$ cat src/hw/rvf_pkg.sv
// Package: register map, constants and types of the reset and vector fetch block
package rvf_pkg;

    // ****************************************
    // Register byte offsets on Wishbone
    // ****************************************
    localparam logic [7:0] RVF_CTRL_OFS = 8'h00;
    localparam logic [7:0] RVF_STAT_OFS = 8'h04;
    localparam logic [7:0] RVF_BASE_OFS = 8'h08;
    localparam logic [7:0] RVF_MASK_OFS = 8'h0C;
    localparam logic [7:0] RVF_LEVEL_OFS = 8'h10;
    localparam logic [7:0] RVF_PVEC_OFS = 8'h20;
    localparam int unsigned RVF_NPV = 4;

    // ****************************************
    // Field positions
    // ****************************************
    localparam int unsigned RVF_CTRL_EXTVEC_BIT = 0;
    localparam int unsigned RVF_STAT_SHORT_BIT = 0;
    localparam int unsigned RVF_STAT_MANUAL_BIT = 1;
    localparam int unsigned RVF_STAT_RUN_BIT = 2;
    localparam int unsigned RVF_STAT_CPURST_BIT = 3;
    localparam int unsigned RVF_LEVEL_AUTO_POS = 8;

    // ****************************************
    // Reset values, vector numbers, timing
    // ****************************************
    localparam logic [31:0] RVF_BASE_RST = 32'h0000_0000;
    localparam logic [3:0] RVF_MASK_RST = 4'hF;
    localparam logic [7:0] RVF_VEC_PON_PC = 8'h00;
    localparam logic [7:0] RVF_VEC_MAN_PC = 8'h02;
    localparam logic [7:0] RVF_AUTO_VEC_BASE = 8'h40;
    localparam logic [4:0] RVF_HOLD_MIN = 5'h14;

    // ****************************************
    // Types
    // ****************************************
    typedef enum logic [2:0] {
        RVF_HOLD,
        RVF_BUS_WAIT,
        RVF_FETCH_PC,
        RVF_FETCH_SP,
        RVF_RUN
    } rvf_st_t;

    typedef enum logic [1:0] {
        RVF_SRC_VEC,
        RVF_SRC_LEVEL,
        RVF_SRC_PERIPH
    } rvf_src_t;

    typedef struct packed {
        logic req;
        logic [31:0] addr;
    } rvf_fetch_t;

    typedef struct packed {
        logic init_s1;
        logic init_s2;
        logic nmi_s1;
        logic nmi_s2;
        logic [3:0] lvl_s1;
        logic [3:0] lvl_s2;
        rvf_st_t st;
        logic kind_manual;
        logic [4:0] hold_cnt;
        logic hold_short;
        logic [31:0] base;
        logic [3:0] mask;
        logic [31:0] pc;
        logic [31:0] sp;
        logic ext_vec_en;
        logic [RVF_NPV-1:0][7:0] pvec;
        logic [3:0] level;
        logic ack;
        logic [31:0] rdata;
        rvf_fetch_t fetch;
        logic [31:0] exc_addr;
        logic exc_valid;
    } rvf_state_t;

    localparam rvf_state_t RVF_STATE_RST = '{
        st: RVF_HOLD,
        hold_cnt: RVF_HOLD_MIN,
        mask: RVF_MASK_RST,
        base: RVF_BASE_RST,
        default: '0
    };

endpackage

$ cat src/hw/rvf_core.sv
// Reset sequencing, initial vector fetch and exception vector addressing
//
// The Wishbone register port and the address map are this design's own decisions.
`timescale 1ns/1ps

// What this block does
// - Level requests map pairwise onto auto-vectors 64-71
// - Active-low level code 1110 means level 1
// - Peripheral vectors come from programmable registers 0-255
// - Reset vector address is vector number times four
// - Other vectors add base to number times four
// - Reset overrides every pending or active exception
// - Init low, nmi high gives power-on reset
// - Init low, nmi low gives manual reset
// - Manual reset spares bus, break, ratio registers
// - Power-on handling starts on init rising edge
// - Manual handling starts on init rising edge
// - Fetch PC then SP, then run
// - Clear vector base, set level mask ones
// - Manual reset runs the same fetch steps
// - Manual reset waits for running bus cycle
// - Refresh keeps running through manual reset
// - Vectors at 0x0/0x4 power-on, 0x8/0xC manual

module rvf_core (
    input wire logic clk_i,
    input wire logic rst_i,
    input wire logic wb_cyc_i,
    input wire logic wb_stb_i,
    input wire logic wb_we_i,
    input wire logic [7:0] wb_adr_i,
    input wire logic [3:0] wb_sel_i,
    input wire logic [31:0] wb_dat_i,
    output logic [31:0] wb_dat_o,
    output logic wb_ack_o,
    input wire logic chip_init_pin_n_i,
    input wire logic nmi_pin_i,
    input wire logic [3:0] ext_level_lines_i,
    input wire logic bus_busy_i,
    output rvf_pkg::rvf_fetch_t fetch_o,
    input wire logic fetch_ack_i,
    input wire logic [31:0] fetch_data_i,
    input wire logic exc_req_i,
    input wire rvf_pkg::rvf_src_t exc_src_i,
    input wire logic [7:0] exc_vec_i,
    input wire logic [7:0] ext_vec_i,
    input wire logic [1:0] periph_sel_i,
    output logic [31:0] exc_addr_o,
    output logic exc_addr_valid_o,
    output logic [31:0] pc_o,
    output logic [31:0] sp_o,
    output logic [31:0] vector_table_base_o,
    output logic [3:0] level_mask_bits_o,
    output logic [3:0] level_o,
    output logic cpu_reset_o,
    output logic cpu_run_o,
    output logic periph_reset_o,
    output logic kept_reset_o,
    output logic refresh_en_o
);

    // ****************************************
    // Register decode helpers
    // ****************************************
    localparam logic [3:0] SEL_NONE = 4'hF;

    function automatic logic [3:0] reg_sel(input logic [7:0] adr);
        logic [3:0] s;
        s = SEL_NONE;
        if (adr == rvf_pkg::RVF_CTRL_OFS) begin
            s = 4'h0;
        end else if (adr == rvf_pkg::RVF_STAT_OFS) begin
            s = 4'h1;
        end else if (adr == rvf_pkg::RVF_BASE_OFS) begin
            s = 4'h2;
        end else if (adr == rvf_pkg::RVF_MASK_OFS) begin
            s = 4'h3;
        end else if (adr == rvf_pkg::RVF_LEVEL_OFS) begin
            s = 4'h4;
        end else if (adr[7:4] == rvf_pkg::RVF_PVEC_OFS[7:4] && adr[1:0] == 2'h0
                     && 32'(adr[3:2]) < rvf_pkg::RVF_NPV) begin
            s = {2'h2, adr[3:2]};
        end
        return s;
    endfunction

    function automatic logic [31:0] merge(input logic [31:0] old, input logic [31:0] wr,
                                          input logic [3:0] sel);
        logic [31:0] m;
        m = old;
        for (int i = 0; i < 4; i++) begin
            if (sel[i]) begin
                m[i*8 +: 8] = wr[i*8 +: 8];
            end
        end
        return m;
    endfunction

    // ****************************************
    // State and address formers
    // ****************************************
    rvf_pkg::rvf_state_t r;
    rvf_pkg::rvf_state_t n;

    logic [7:0] rst_vec;
    logic [31:0] rst_addr;
    logic [7:0] exc_vec;
    logic [31:0] exc_addr;
    logic [3:0] dec_level;
    logic [7:0] auto_vec;
    logic [3:0] wsel;
    logic [3:0] rsel;
    logic [31:0] rd_val;
    logic [31:0] wr_word;
    logic wr_go;
    logic rst_seen;

    // Entry 0/1 for power-on, 2/3 for manual; odd entry while the PC fetch is pending
    assign rst_vec = (r.kind_manual ? rvf_pkg::RVF_VEC_MAN_PC : rvf_pkg::RVF_VEC_PON_PC)
                     | {7'h0, r.st == rvf_pkg::RVF_FETCH_PC};

    rvf_vec_map u_rst_map (
        .is_reset_i(1'b1),
        .base_i(r.base),
        .vec_i(rst_vec),
        .lines_i(r.lvl_s2),
        .addr_o(rst_addr),
        .level_o(),
        .auto_vec_o()
    );

    rvf_vec_map u_exc_map (
        .is_reset_i(1'b0),
        .base_i(r.base),
        .vec_i(exc_vec),
        .lines_i(r.lvl_s2),
        .addr_o(exc_addr),
        .level_o(dec_level),
        .auto_vec_o(auto_vec)
    );

    always_comb begin
        unique case (exc_src_i)
            rvf_pkg::RVF_SRC_LEVEL: begin
                // External vector number replaces the auto-vector when enabled
                exc_vec = r.ext_vec_en ? ext_vec_i : auto_vec;
            end
            rvf_pkg::RVF_SRC_PERIPH: begin
                exc_vec = r.pvec[periph_sel_i];
            end
            default: begin
                exc_vec = exc_vec_i;
            end
        endcase
    end

    // ****************************************
    // Wishbone read mux
    // ****************************************
    assign rsel = reg_sel(wb_adr_i);
    assign wsel = rsel;
    assign wr_go = wb_cyc_i & wb_stb_i & wb_we_i & r.ack;

    always_comb begin
        rd_val = 32'h0000_0000;
        unique case (rsel)
            4'h0: rd_val[rvf_pkg::RVF_CTRL_EXTVEC_BIT] = r.ext_vec_en;
            4'h1: begin
                rd_val[rvf_pkg::RVF_STAT_SHORT_BIT] = r.hold_short;
                rd_val[rvf_pkg::RVF_STAT_MANUAL_BIT] = r.kind_manual;
                rd_val[rvf_pkg::RVF_STAT_RUN_BIT] = cpu_run_o;
                rd_val[rvf_pkg::RVF_STAT_CPURST_BIT] = cpu_reset_o;
            end
            4'h2: rd_val = r.base;
            4'h3: rd_val[3:0] = r.mask;
            4'h4: begin
                rd_val[3:0] = r.level;
                rd_val[rvf_pkg::RVF_LEVEL_AUTO_POS +: 8] = auto_vec;
            end
            4'h8, 4'h9, 4'hA, 4'hB: rd_val[7:0] = r.pvec[rsel[1:0]];
            default: rd_val = 32'h0000_0000;
        endcase
    end

    // Reset wins over whatever else is going on
    assign rst_seen = ~r.init_s2 && r.st != rvf_pkg::RVF_HOLD
                      && r.st != rvf_pkg::RVF_BUS_WAIT;

    // ****************************************
    // Next-state logic
    // ****************************************
    always_comb begin
        n = r;
        wr_word = 32'h0000_0000;
        n.init_s1 = chip_init_pin_n_i;
        n.init_s2 = r.init_s1;
        n.nmi_s1 = nmi_pin_i;
        n.nmi_s2 = r.nmi_s1;
        n.lvl_s1 = ext_level_lines_i;
        n.lvl_s2 = r.lvl_s1;
        n.level = dec_level;
        n.ack = wb_cyc_i & wb_stb_i & ~r.ack;
        n.exc_valid = 1'b0;
        if (n.ack) begin
            n.rdata = rd_val;
        end

        // Software writes commit on the edge that sees ack high
        if (wr_go) begin
            unique case (wsel)
                4'h0: begin
                    if (wb_sel_i[0]) begin
                        n.ext_vec_en = wb_dat_i[rvf_pkg::RVF_CTRL_EXTVEC_BIT];
                    end
                end
                4'h1: begin
                    if (wb_sel_i[0] && wb_dat_i[rvf_pkg::RVF_STAT_SHORT_BIT]) begin
                        n.hold_short = 1'b0;
                    end
                end
                4'h2: n.base = merge(r.base, wb_dat_i, wb_sel_i);
                4'h3: begin
                    wr_word = merge({28'h0, r.mask}, wb_dat_i, wb_sel_i);
                    n.mask = wr_word[3:0];
                end
                4'h8, 4'h9, 4'hA, 4'hB: begin
                    if (wb_sel_i[0]) begin
                        n.pvec[wsel[1:0]] = wb_dat_i[7:0];
                    end
                end
                default: ;
            endcase
        end

        if (rst_seen) begin
            // Reset kind follows the nmi level seen as init falls
            n.kind_manual = ~r.nmi_s2;
            n.fetch.req = 1'b0;
            // The edge that first sees init low is already one held cycle
            n.hold_cnt = 5'h01;
            n.st = rvf_pkg::RVF_HOLD;
            // A manual reset never cuts a bus cycle short
            if (~r.nmi_s2 && (bus_busy_i || (r.fetch.req && !fetch_ack_i))) begin
                n.fetch.req = r.fetch.req;
                n.st = rvf_pkg::RVF_BUS_WAIT;
            end
        end else begin
            unique case (r.st)
                rvf_pkg::RVF_BUS_WAIT: begin
                    if (r.fetch.req && fetch_ack_i) begin
                        n.fetch.req = 1'b0;
                    end
                    if (!bus_busy_i && !(r.fetch.req && !fetch_ack_i)) begin
                        n.st = rvf_pkg::RVF_HOLD;
                    end
                end
                rvf_pkg::RVF_HOLD: begin
                    // Peripheral registers sit at their initial values
                    n.ext_vec_en = 1'b0;
                    n.pvec = '0;
                    if (!r.init_s2) begin
                        if (r.hold_cnt != rvf_pkg::RVF_HOLD_MIN) begin
                            n.hold_cnt = r.hold_cnt + 5'h01;
                        end
                    end else begin
                        // Flag a hold shorter than the minimum; set beats clear
                        if (r.hold_cnt < rvf_pkg::RVF_HOLD_MIN) begin
                            n.hold_short = 1'b1;
                        end
                        // Rising init starts handling for both kinds
                        n.base = rvf_pkg::RVF_BASE_RST;
                        n.mask = rvf_pkg::RVF_MASK_RST;
                        n.fetch.req = 1'b1;
                        n.fetch.addr = rst_addr;
                        n.st = rvf_pkg::RVF_FETCH_PC;
                    end
                end
                rvf_pkg::RVF_FETCH_PC: begin
                    if (fetch_ack_i) begin
                        n.pc = fetch_data_i;
                        n.fetch.addr = rst_addr;
                        n.st = rvf_pkg::RVF_FETCH_SP;
                    end
                end
                rvf_pkg::RVF_FETCH_SP: begin
                    if (fetch_ack_i) begin
                        n.sp = fetch_data_i;
                        n.fetch.req = 1'b0;
                        n.st = rvf_pkg::RVF_RUN;
                    end
                end
                rvf_pkg::RVF_RUN: begin
                    if (exc_req_i) begin
                        n.exc_addr = exc_addr;
                        n.exc_valid = 1'b1;
                    end
                end
                default: n.st = rvf_pkg::RVF_HOLD;
            endcase
        end
    end

    always_ff @(posedge clk_i) begin
        if (rst_i) begin
            r <= rvf_pkg::RVF_STATE_RST;
        end else begin
            r <= n;
        end
    end

    // ****************************************
    // Outputs
    // ****************************************
    assign wb_ack_o = r.ack;
    assign wb_dat_o = r.rdata;
    assign fetch_o = r.fetch;
    assign exc_addr_o = r.exc_addr;
    assign exc_addr_valid_o = r.exc_valid;
    assign pc_o = r.pc;
    assign sp_o = r.sp;
    assign vector_table_base_o = r.base;
    assign level_mask_bits_o = r.mask;
    assign level_o = r.level;
    assign cpu_run_o = r.st == rvf_pkg::RVF_RUN;
    // The core is not held in reset while a manual reset waits for its bus cycle, though run drops
    assign cpu_reset_o = r.st == rvf_pkg::RVF_HOLD || r.st == rvf_pkg::RVF_FETCH_PC
                         || r.st == rvf_pkg::RVF_FETCH_SP;
    assign periph_reset_o = r.st == rvf_pkg::RVF_HOLD;
    // Bus controller, break unit and ratio register reset on power-on only
    assign kept_reset_o = r.st == rvf_pkg::RVF_HOLD && !r.kind_manual;
    // Refresh lives in the bus controller, so it stops only with it
    assign refresh_en_o = !kept_reset_o;

endmodule

$ cat src/hw/rvf_vec_map.sv
// Vector table address former and external level decoder
`timescale 1ns/1ps

module rvf_vec_map (
    input wire logic is_reset_i,
    input wire logic [31:0] base_i,
    input wire logic [7:0] vec_i,
    input wire logic [3:0] lines_i,
    output logic [31:0] addr_o,
    output logic [3:0] level_o,
    output logic [7:0] auto_vec_o
);

    logic [31:0] offset;

    always_comb begin
        // Longword aligned entry, vector number times four
        offset = {22'h0, vec_i, 2'h0};
        // Reset entries ignore the base all others add it
        addr_o = is_reset_i ? offset : base_i + offset;
        // Lines are active low: 1110 reads as level 1
        level_o = ~lines_i;
        // Levels pair up onto auto-vectors 64..71
        auto_vec_o = rvf_pkg::RVF_AUTO_VEC_BASE + {5'h0, level_o[3:1]};
    end

endmodule

$ cat config.mk
export PLATFORM = sky130hd
export DESIGN_NAME = rvf_core
export DESIGN_NICKNAME = d
export VERILOG_FILES = /design/src/hw/rvf_pkg.sv /design/src/hw/rvf_core.sv /design/src/hw/rvf_vec_map.sv
export SDC_FILE = /design/constraint.sdc
export NUM_CORES = 1
export LEC_CHECK = 0
export BUFFER_PORTS_ARGS = -buffer_cell sky130_fd_sc_hd__buf_4
export CAP_MARGIN = 30
export CORE_UTILIZATION = 40
export CTS_CLUSTER_DIAMETER = 200
export CTS_CLUSTER_SIZE = 12
export DETAILED_ROUTE_END_ITERATION = 16
export MAX_ROUTING_LAYER = met4
export PLACE_DENSITY = 0.76
export SYNTH_ARGS = -nofsm -noshare
export SYNTH_HDL_FRONTEND = slang
export SYNTH_SLANG_ARGS = --single-unit
$ cat constraint.sdc
create_clock -name clk_i -period 3.61 [get_ports clk_i]
set_input_delay 0.1805 -clock clk_i [delete_from_list [all_inputs] [get_ports clk_i]]
set_output_delay 0.1805 -clock clk_i [all_outputs]
set_load 0.02 [all_outputs]
==> impl_metrics.py, run 1 <==
metrics = {
    "global_route": {
        "grt_max_degree": 76,
        "grt_usage_pct": 22.7,
        "antenna_found_initial": 0,
        "grt_pass1_wl_mm": 50.8,
        "grt_pass1_vias": 9666,
        "grt_overflow_total": 0,
    },
    "floorplanning": {
        "initial_core_util_pct": 40.9,
        "ios": 318,
        "core_um2": 27900,
        "die_w_um": 171,
        "die_h_um": 171,
        "dieArea_um2": 29200,
        "num_rows": 61,
    },
    "route": {
        "via_per_inst": 5.23,
        "drc": 0,
        "drtAntennaViolNets": 0,
        "drtIter0Drc": 887,
        "dr_total_vias": 10200,
        "firstDrtPassIters": 5,
        "routedWlPerCell_um": 17.3,
        "wirelength_mm": 33.6,
    },
    "setup_path": {
        "worstPathMaxFanout": 8,
        "timing.rr.start": "r[129]",
        "path_buf_inv": 1,
        "cp-end-kind": "register",
        "cp.arrival_ns": 3.55,
        "r2r_end": "exc_addr_o[31]",
        "reg2reg_depth": 11,
        "cp-start-kind": "register",
        "crit_slowest_cell": "mux4_2",
        "max_stage_delay_ns": 0.51,
        "crit_type": "register to register",
        "path_common_cell": "a21oi_1",
        "crit_required_ns": 4.03,
        "critical_path.top_delay_family": "compound AO/OA/AOI/OAI gates",
        "rrSetupSlack_ns": 0.47,
        "crit_path_cell_trace": "mux4_2, a221oi_1, a21oi_1, ha_1, a21o_1, a21oi_1, a21oi_1, buf_4, o21ai_0, nor3_1, o31a_1",
    },
    "clocking": {
        "clk_path_buf_depth": 3,
        "clock_latency_ns": 0.53,
        "tritoncts": "done",
        "htree_levels": 1,
        "cts_made_buffers": 22,
        "clk_pin_slew_ns": 0.06,
        "cts_root_buf": "clkbuf_16",
        "clkSinkCount": 228,
    },
    "placement": {
        "portBuffers": 287,
        "placed_area_um2": 12500,
        "place_hpwl_mm": 22.7,
        "gp_congestion": 0.938,
    },
    "sta": {
        "setup_tns_ns": 0,
        "fin_crit_sh_pct": 86.9,
        "clock.fmax_mhz": 319,
        "slew_violations": 0,
        "hold_violations": 0,
        "worstMarginPinSlew_ns": 0.926,
        "rsz0062_at_grt": "false",
        "finalSetupViolCount": 0,
        "whs_ns": 0.0249,
        "finClkSkew_ns": 0.0372,
        "min_period_ns": 3.14,
        "maxSlewHeadroom_pct": 38.2,
    },
    "finish": {
        "seqCellArea_um2": 4560,
        "diodes": 0,
        "final_util_pct": 49.9,
        "nets": 1693,
        "nFillCells": 2574,
        "stdcell_area_um2": 13900,
        "multiInputGateArea_um2": 5040,
        "drive_gt1_share_pct": 22.9,
        "area_delta_synth_final_pct": 22.1,
    },
    "logic_synthesis": {
        "synth_area_leaders": "dfxtp_1, buf_4, nand2_1",
        "synthCells": 1406,
        "synth.distinct_cells": 62,
        "synth_top_area_share_pct": 40.0,
        "async_flop_share_pct": 0,
        "synthesis.area_um2": 11400,
        "ys_warn_count": 0,
        "synthTopCellsByCount": "nand2_1, dfxtp_1, buf_4",
        "avgSynthCellArea_um2": 8.12,
        "synthFlopType": "dfxtp_1",
        "ys_seq_area_share_pct": 40.0,
        "yosysTopAreaCell": "dfxtp_1",
        "synth_edf_count": 0,
        "synth-seq-cells": 228,
        "yosys.cell_count.top_type": "nand2_1",
    },
    "power_and_ir_drop": {
        "p_per_area_nw_per_um2": 367,
        "switching_power_mw": 1.26,
        "pwr-share-comb_pct": 10.2,
        "p_sw_share_pct": 24.6,
        "p_clk_share_pct": 39.4,
        "peakVddDrop_mv": 0.247,
        "p_seq_share_pct": 50.4,
        "p_int_mw": 3.86,
        "p_leak_nw": 5.34,
    },
    "worst_hold_path": {
        "hold-path-endpoint": "vector_table_base_o[24]",
        "hp-start": "wb_sel_i[3]",
        "min_path_type": "input port to register",
        "hold_depth": 3,
    },
    "run_status": {
        "status": "completed",
    },
    "run": {
        "max_cap_viol_count": 0,
    },
}
==> kinds of logic after synthesis <==
logic type | Yosys count | share of synthesized area [%]
compound gates | 285 | 14.8
xor+xnor | 26 | 2.00
fa+ha+maj | 13 | 1.49
buf+inv | 304 | 16.8
flops | 228 | 40.0
mux | 50 | 5.31
other cells | 1 | 0.0329
simple gates | 499 | 19.5
==> worst reg2reg max path, stage by stage, from the launching register on <==
cell	delay, ns
dfxtp_1	0.34
mux4_2	0.51
a221oi_1	0.36
a21oi_1	0.09
ha_1	0.26
a21o_1	0.18
a21oi_1	0.25
a21oi_1	0.11
buf_4	0.18
o21ai_0	0.37
nor3_1	0.10
o31a_1	0.28
==> registers in the layout, summed over array words and instances (netlist names) <==
| name | flops |
|---|---|
| exc_addr_o | 32 |
| exc_addr_valid_o | 1 |
| fetch_o | 3 |
| level_mask_bits_o | 4 |
| level_o | 4 |
| n | 6 |
| pc_o | 32 |
| r | 49 |
| sp_o | 32 |
| vector_table_base_o | 32 |
| wb_ack_o | 1 |
| wb_dat_o | 32 |
==> power groups by stage <==
stage	Clock (mW)	Combinational, mW	Sequential (mW)
6_report	2.01	0.524	2.58
5_1_grt	2.17	0.565	2.58
4_1_cts	2.08	0.517	2.58
3_5_place_dp	0	0.454	2.64
3_3_place_gp	0	0.448	2.63
2_1_floorplan	0	0.305	2.62
==> how the worst max path moves through the flow <==
stage | start | end | slack (ns) | cells after the start
after floorplan | periph_sel_i[0] | exc_addr_o[31] | 0.34 | 11
after global placement | exc_src_i[0] | exc_addr_o[30] | 0.48 | 13
after detailed placement | exc_src_i[0] | exc_addr_o[28] | 0.39 | 13
after CTS | r[135] | exc_addr_o[28] | 0.51 | 12
after global routing | r[135] | exc_addr_o[26] | 0.25 | 12
final | r[129] | exc_addr_o[31] | 0.47 | 11
==> metrics by stage <==
stage               instances  worst slack [ns]  power, mW
floorplan                1435             0.339       2.93
global placement         1834             0.483       3.08
detailed placement       1834             0.389       3.09
CTS                      1947             0.512       5.17
global route             1947             0.253       5.32
finish                   1947             0.473       5.12
==> metal layers <==
layer  global-route usage (%)  routed length [µm]
met5                        -                   0
met1                     27.5               13800
met4                     9.63                1280
met2                     37.2               16000
met3                     3.84                2550
==> cell usage in the layout, fill, tap and decap left out, types with 24 or more instances in the layout <==
cell           count
dfxtp_1          228
a21oi_1          161
nand3_1           73
dlygate4sd3_1     90
o21ai_0           31
mux2i_1           38
nor2_1            91
a211oi_1          24
conb_1            30
nand2_1          252
buf_4            305
==> timing repair <==
item,4_1_cts,5_1_grt
endpoints found under the hold margin,138,0
resized for setup,0,0
hold buffers,90,0
setup buffers,0,0
==> area by class of cell <==
class	count	area share [%]
Inverter	19	0.512
Timing Repair Buffer	396	23.0
Tap cell	378	3.39
Clock inverter	1	0.117
Sequential cell	228	32.8
Clock buffer	22	3.95
Multi-Input combinational cell	903	36.2
Power figures use the tool's default switching activity.
==> run 2: changes to the inputs <==
CORE_UTILIZATION = 53   (was 40)
HOLD_SLACK_MARGIN = 0.15   (was unset)
PLACE_DENSITY = 0.93   (was 0.76)
==> impl_metrics.py, run 2 (synthesis results as in run 1) <==
metrics = {
    "run_status": {
        "status": "completed",
    },
    "route": {
        "drtAntennaViolNets": 0,
        "drc": 0,
        "firstDrtPassIters": 5,
        "via_per_inst": 5.72,
        "routedWlPerCell_um": 18.7,
        "dr_total_vias": 10600,
        "wirelength_mm": 34.6,
        "drtIter0Drc": 958,
    },
    "placement": {
        "place_hpwl_mm": 22.0,
        "portBuffers": 287,
        "gp_congestion": 0.938,
    },
    "setup_path": {
        "cp-end-kind": "register",
        "path_common_cell": "buf_4",
        "cp-start-kind": "input port",
        "critical_path.top_delay_family": "buffers and inverters",
        "worstPathMaxFanout": 14,
        "crit_path_cell_trace": "dlygate4sd3_1, buf_4, or4_1, buf_4, nor4_4, and2_1, buf_4, nand3_1, dlygate4sd3_1, a21oi_1",
        "crit_type": "input port to register",
        "max_stage_delay_ns": 0.63,
        "crit_slowest_cell": "and2_1",
        "path_buf_inv": 5,
        "crit_required_ns": 4.01,
        "cp.arrival_ns": 3.70,
    },
    "finish": {
        "seqCellArea_um2": 4560,
        "drive_gt1_share_pct": 22.7,
        "nets": 1701,
        "final_util_pct": 65.8,
        "largest-register": "r",
        "area_delta_synth_final_pct": 21.6,
        "final_common_cell": "buf_4",
        "nFillCells": 1604,
        "diodes": 0,
        "largest_reg_flops": 49,
        "final_cell_mix": "buf_4, nand2_1, dfxtp_1, a21oi_1, dlygate4sd3_1",
        "multiInputGateArea_um2": 5040,
    },
    "clocking": {
        "cts_made_buffers": 22,
        "postCtsSetupRepairBufs": 0,
        "cts_root_buf": "clkbuf_16",
        "cts.repair.resized": 0,
        "clk_pin_slew_ns": 0.06,
        "clk_path_buf_depth": 3,
        "clock_latency_ns": 0.51,
        "clkSinkCount": 228,
        "tritoncts": "done",
        "cts_hold_buf": 99,
        "htree_levels": 1,
    },
    "global_route": {
        "grt_overflow_total": 0,
        "grt_pass1_vias": 10200,
        "grt_max_degree": 78,
        "grt_usage_pct": 31.1,
        "grt_pass1_wl_mm": 53.1,
        "antenna_found_initial": 0,
    },
    "sta": {
        "slew_violations": 0,
        "finClkSkew_ns": 0.0257,
        "fin_crit_sh_pct": 91.3,
        "worstMarginPinSlew_ns": 0.915,
        "hold_violations": 0,
        "min_period_ns": 3.30,
        "clock.fmax_mhz": 303,
        "finalSetupViolCount": 0,
        "rsz0062_at_grt": "false",
        "setup_tns_ns": 0,
        "maxSlewHeadroom_pct": 39.0,
    },
    "floorplanning": {
        "initial_core_util_pct": 54.1,
        "die_h_um": 149,
        "dieArea_um2": 22100,
        "ios": 318,
        "core_um2": 21100,
        "num_rows": 53,
        "die_w_um": 149,
    },
    "power_and_ir_drop": {
        "pwr-share-comb_pct": 10.4,
        "p_per_area_nw_per_um2": 369,
        "switching_power_mw": 1.23,
        "p_seq_share_pct": 50.4,
        "p_clk_share_pct": 39.2,
        "p_int_mw": 3.90,
        "p_sw_share_pct": 23.9,
        "p_leak_nw": 5.37,
        "peakVddDrop_mv": 0.287,
    },
    "run": {
        "max_cap_viol_count": 0,
    },
    "worst_hold_path": {
        "min_path_type": "input port to register",
    },
}
[run 2: power groups by stage]
stage,sequential [mW],clock [mW],combinational (mW)
after global placement,2.63,0,0.440
final,2.58,2.01,0.534
after detailed placement,2.63,0,0.451
after global routing,2.58,2.15,0.569
after floorplan,2.62,0,0.305
after CTS,2.58,2.04,0.518
[run 2: worst paths after layout]
kind              slack, ns         from                 endpoint  cells after the start
hold reg to reg        0.40       r[246]               level_o[0]                      1
hold / removal         0.18  fetch_ack_i              fetch_o[32]                      4
setup / recovery       0.31  wb_adr_i[6]  vector_table_base_o[25]                     10
setup reg to reg       0.33       r[135]           exc_addr_o[28]                     12
[run 2: worst reg2reg max path, stage by stage, from the launching register on]
cell and delay [ns]:
dfxtp_1 0.57, nand2_1 0.08, o21ai_0 0.09, a221oi_1 0.10
a21oi_1 0.15, ha_1 0.19, inv_1 0.06, fa_1 0.37
nand2b_1 0.20, a21oi_1 0.34, o211ai_1 0.31, or3_1 0.42
a311oi_1 0.28
[run 2: through the flow]
stage	power [mW]	setup slack [ns]	instance area [µm²]	instances	hold slack, ns
2_1_floorplan	2.93	0.339	11500	1435	0.306
3_3_place_gp	3.07	0.489	12300	1730	0.371
3_5_place_dp	3.09	0.336	12300	1730	0.377
4_1_cts	5.14	0.405	13900	1852	0.150
5_1_grt	5.31	0.193	13900	1852	0.194
6_report	5.13	0.312	13900	1852	0.183
[run 2: area by class of cell]
| type | instances | area share (%) |
|---|---|---|
| Sequential cell | 228 | 32.9 |
| Clock buffer | 23 | 4.15 |
| Tap cell | 275 | 2.48 |
| Inverter | 19 | 0.514 |
| Timing Repair Buffer | 404 | 23.6 |
| Multi-Input combinational cell | 903 | 36.3 |
[run 2: per-layer routing]
metal	up-vias	track usage (%)	share of wire (%)	routed length [µm]
li1	4861	-	-	-
met1	4871	35.9	36	12600
met2	694	50.5	48	16800
met3	166	6.06	9.6	3340
met4	0	17.9	5.7	1960
met5	-	-	0	0
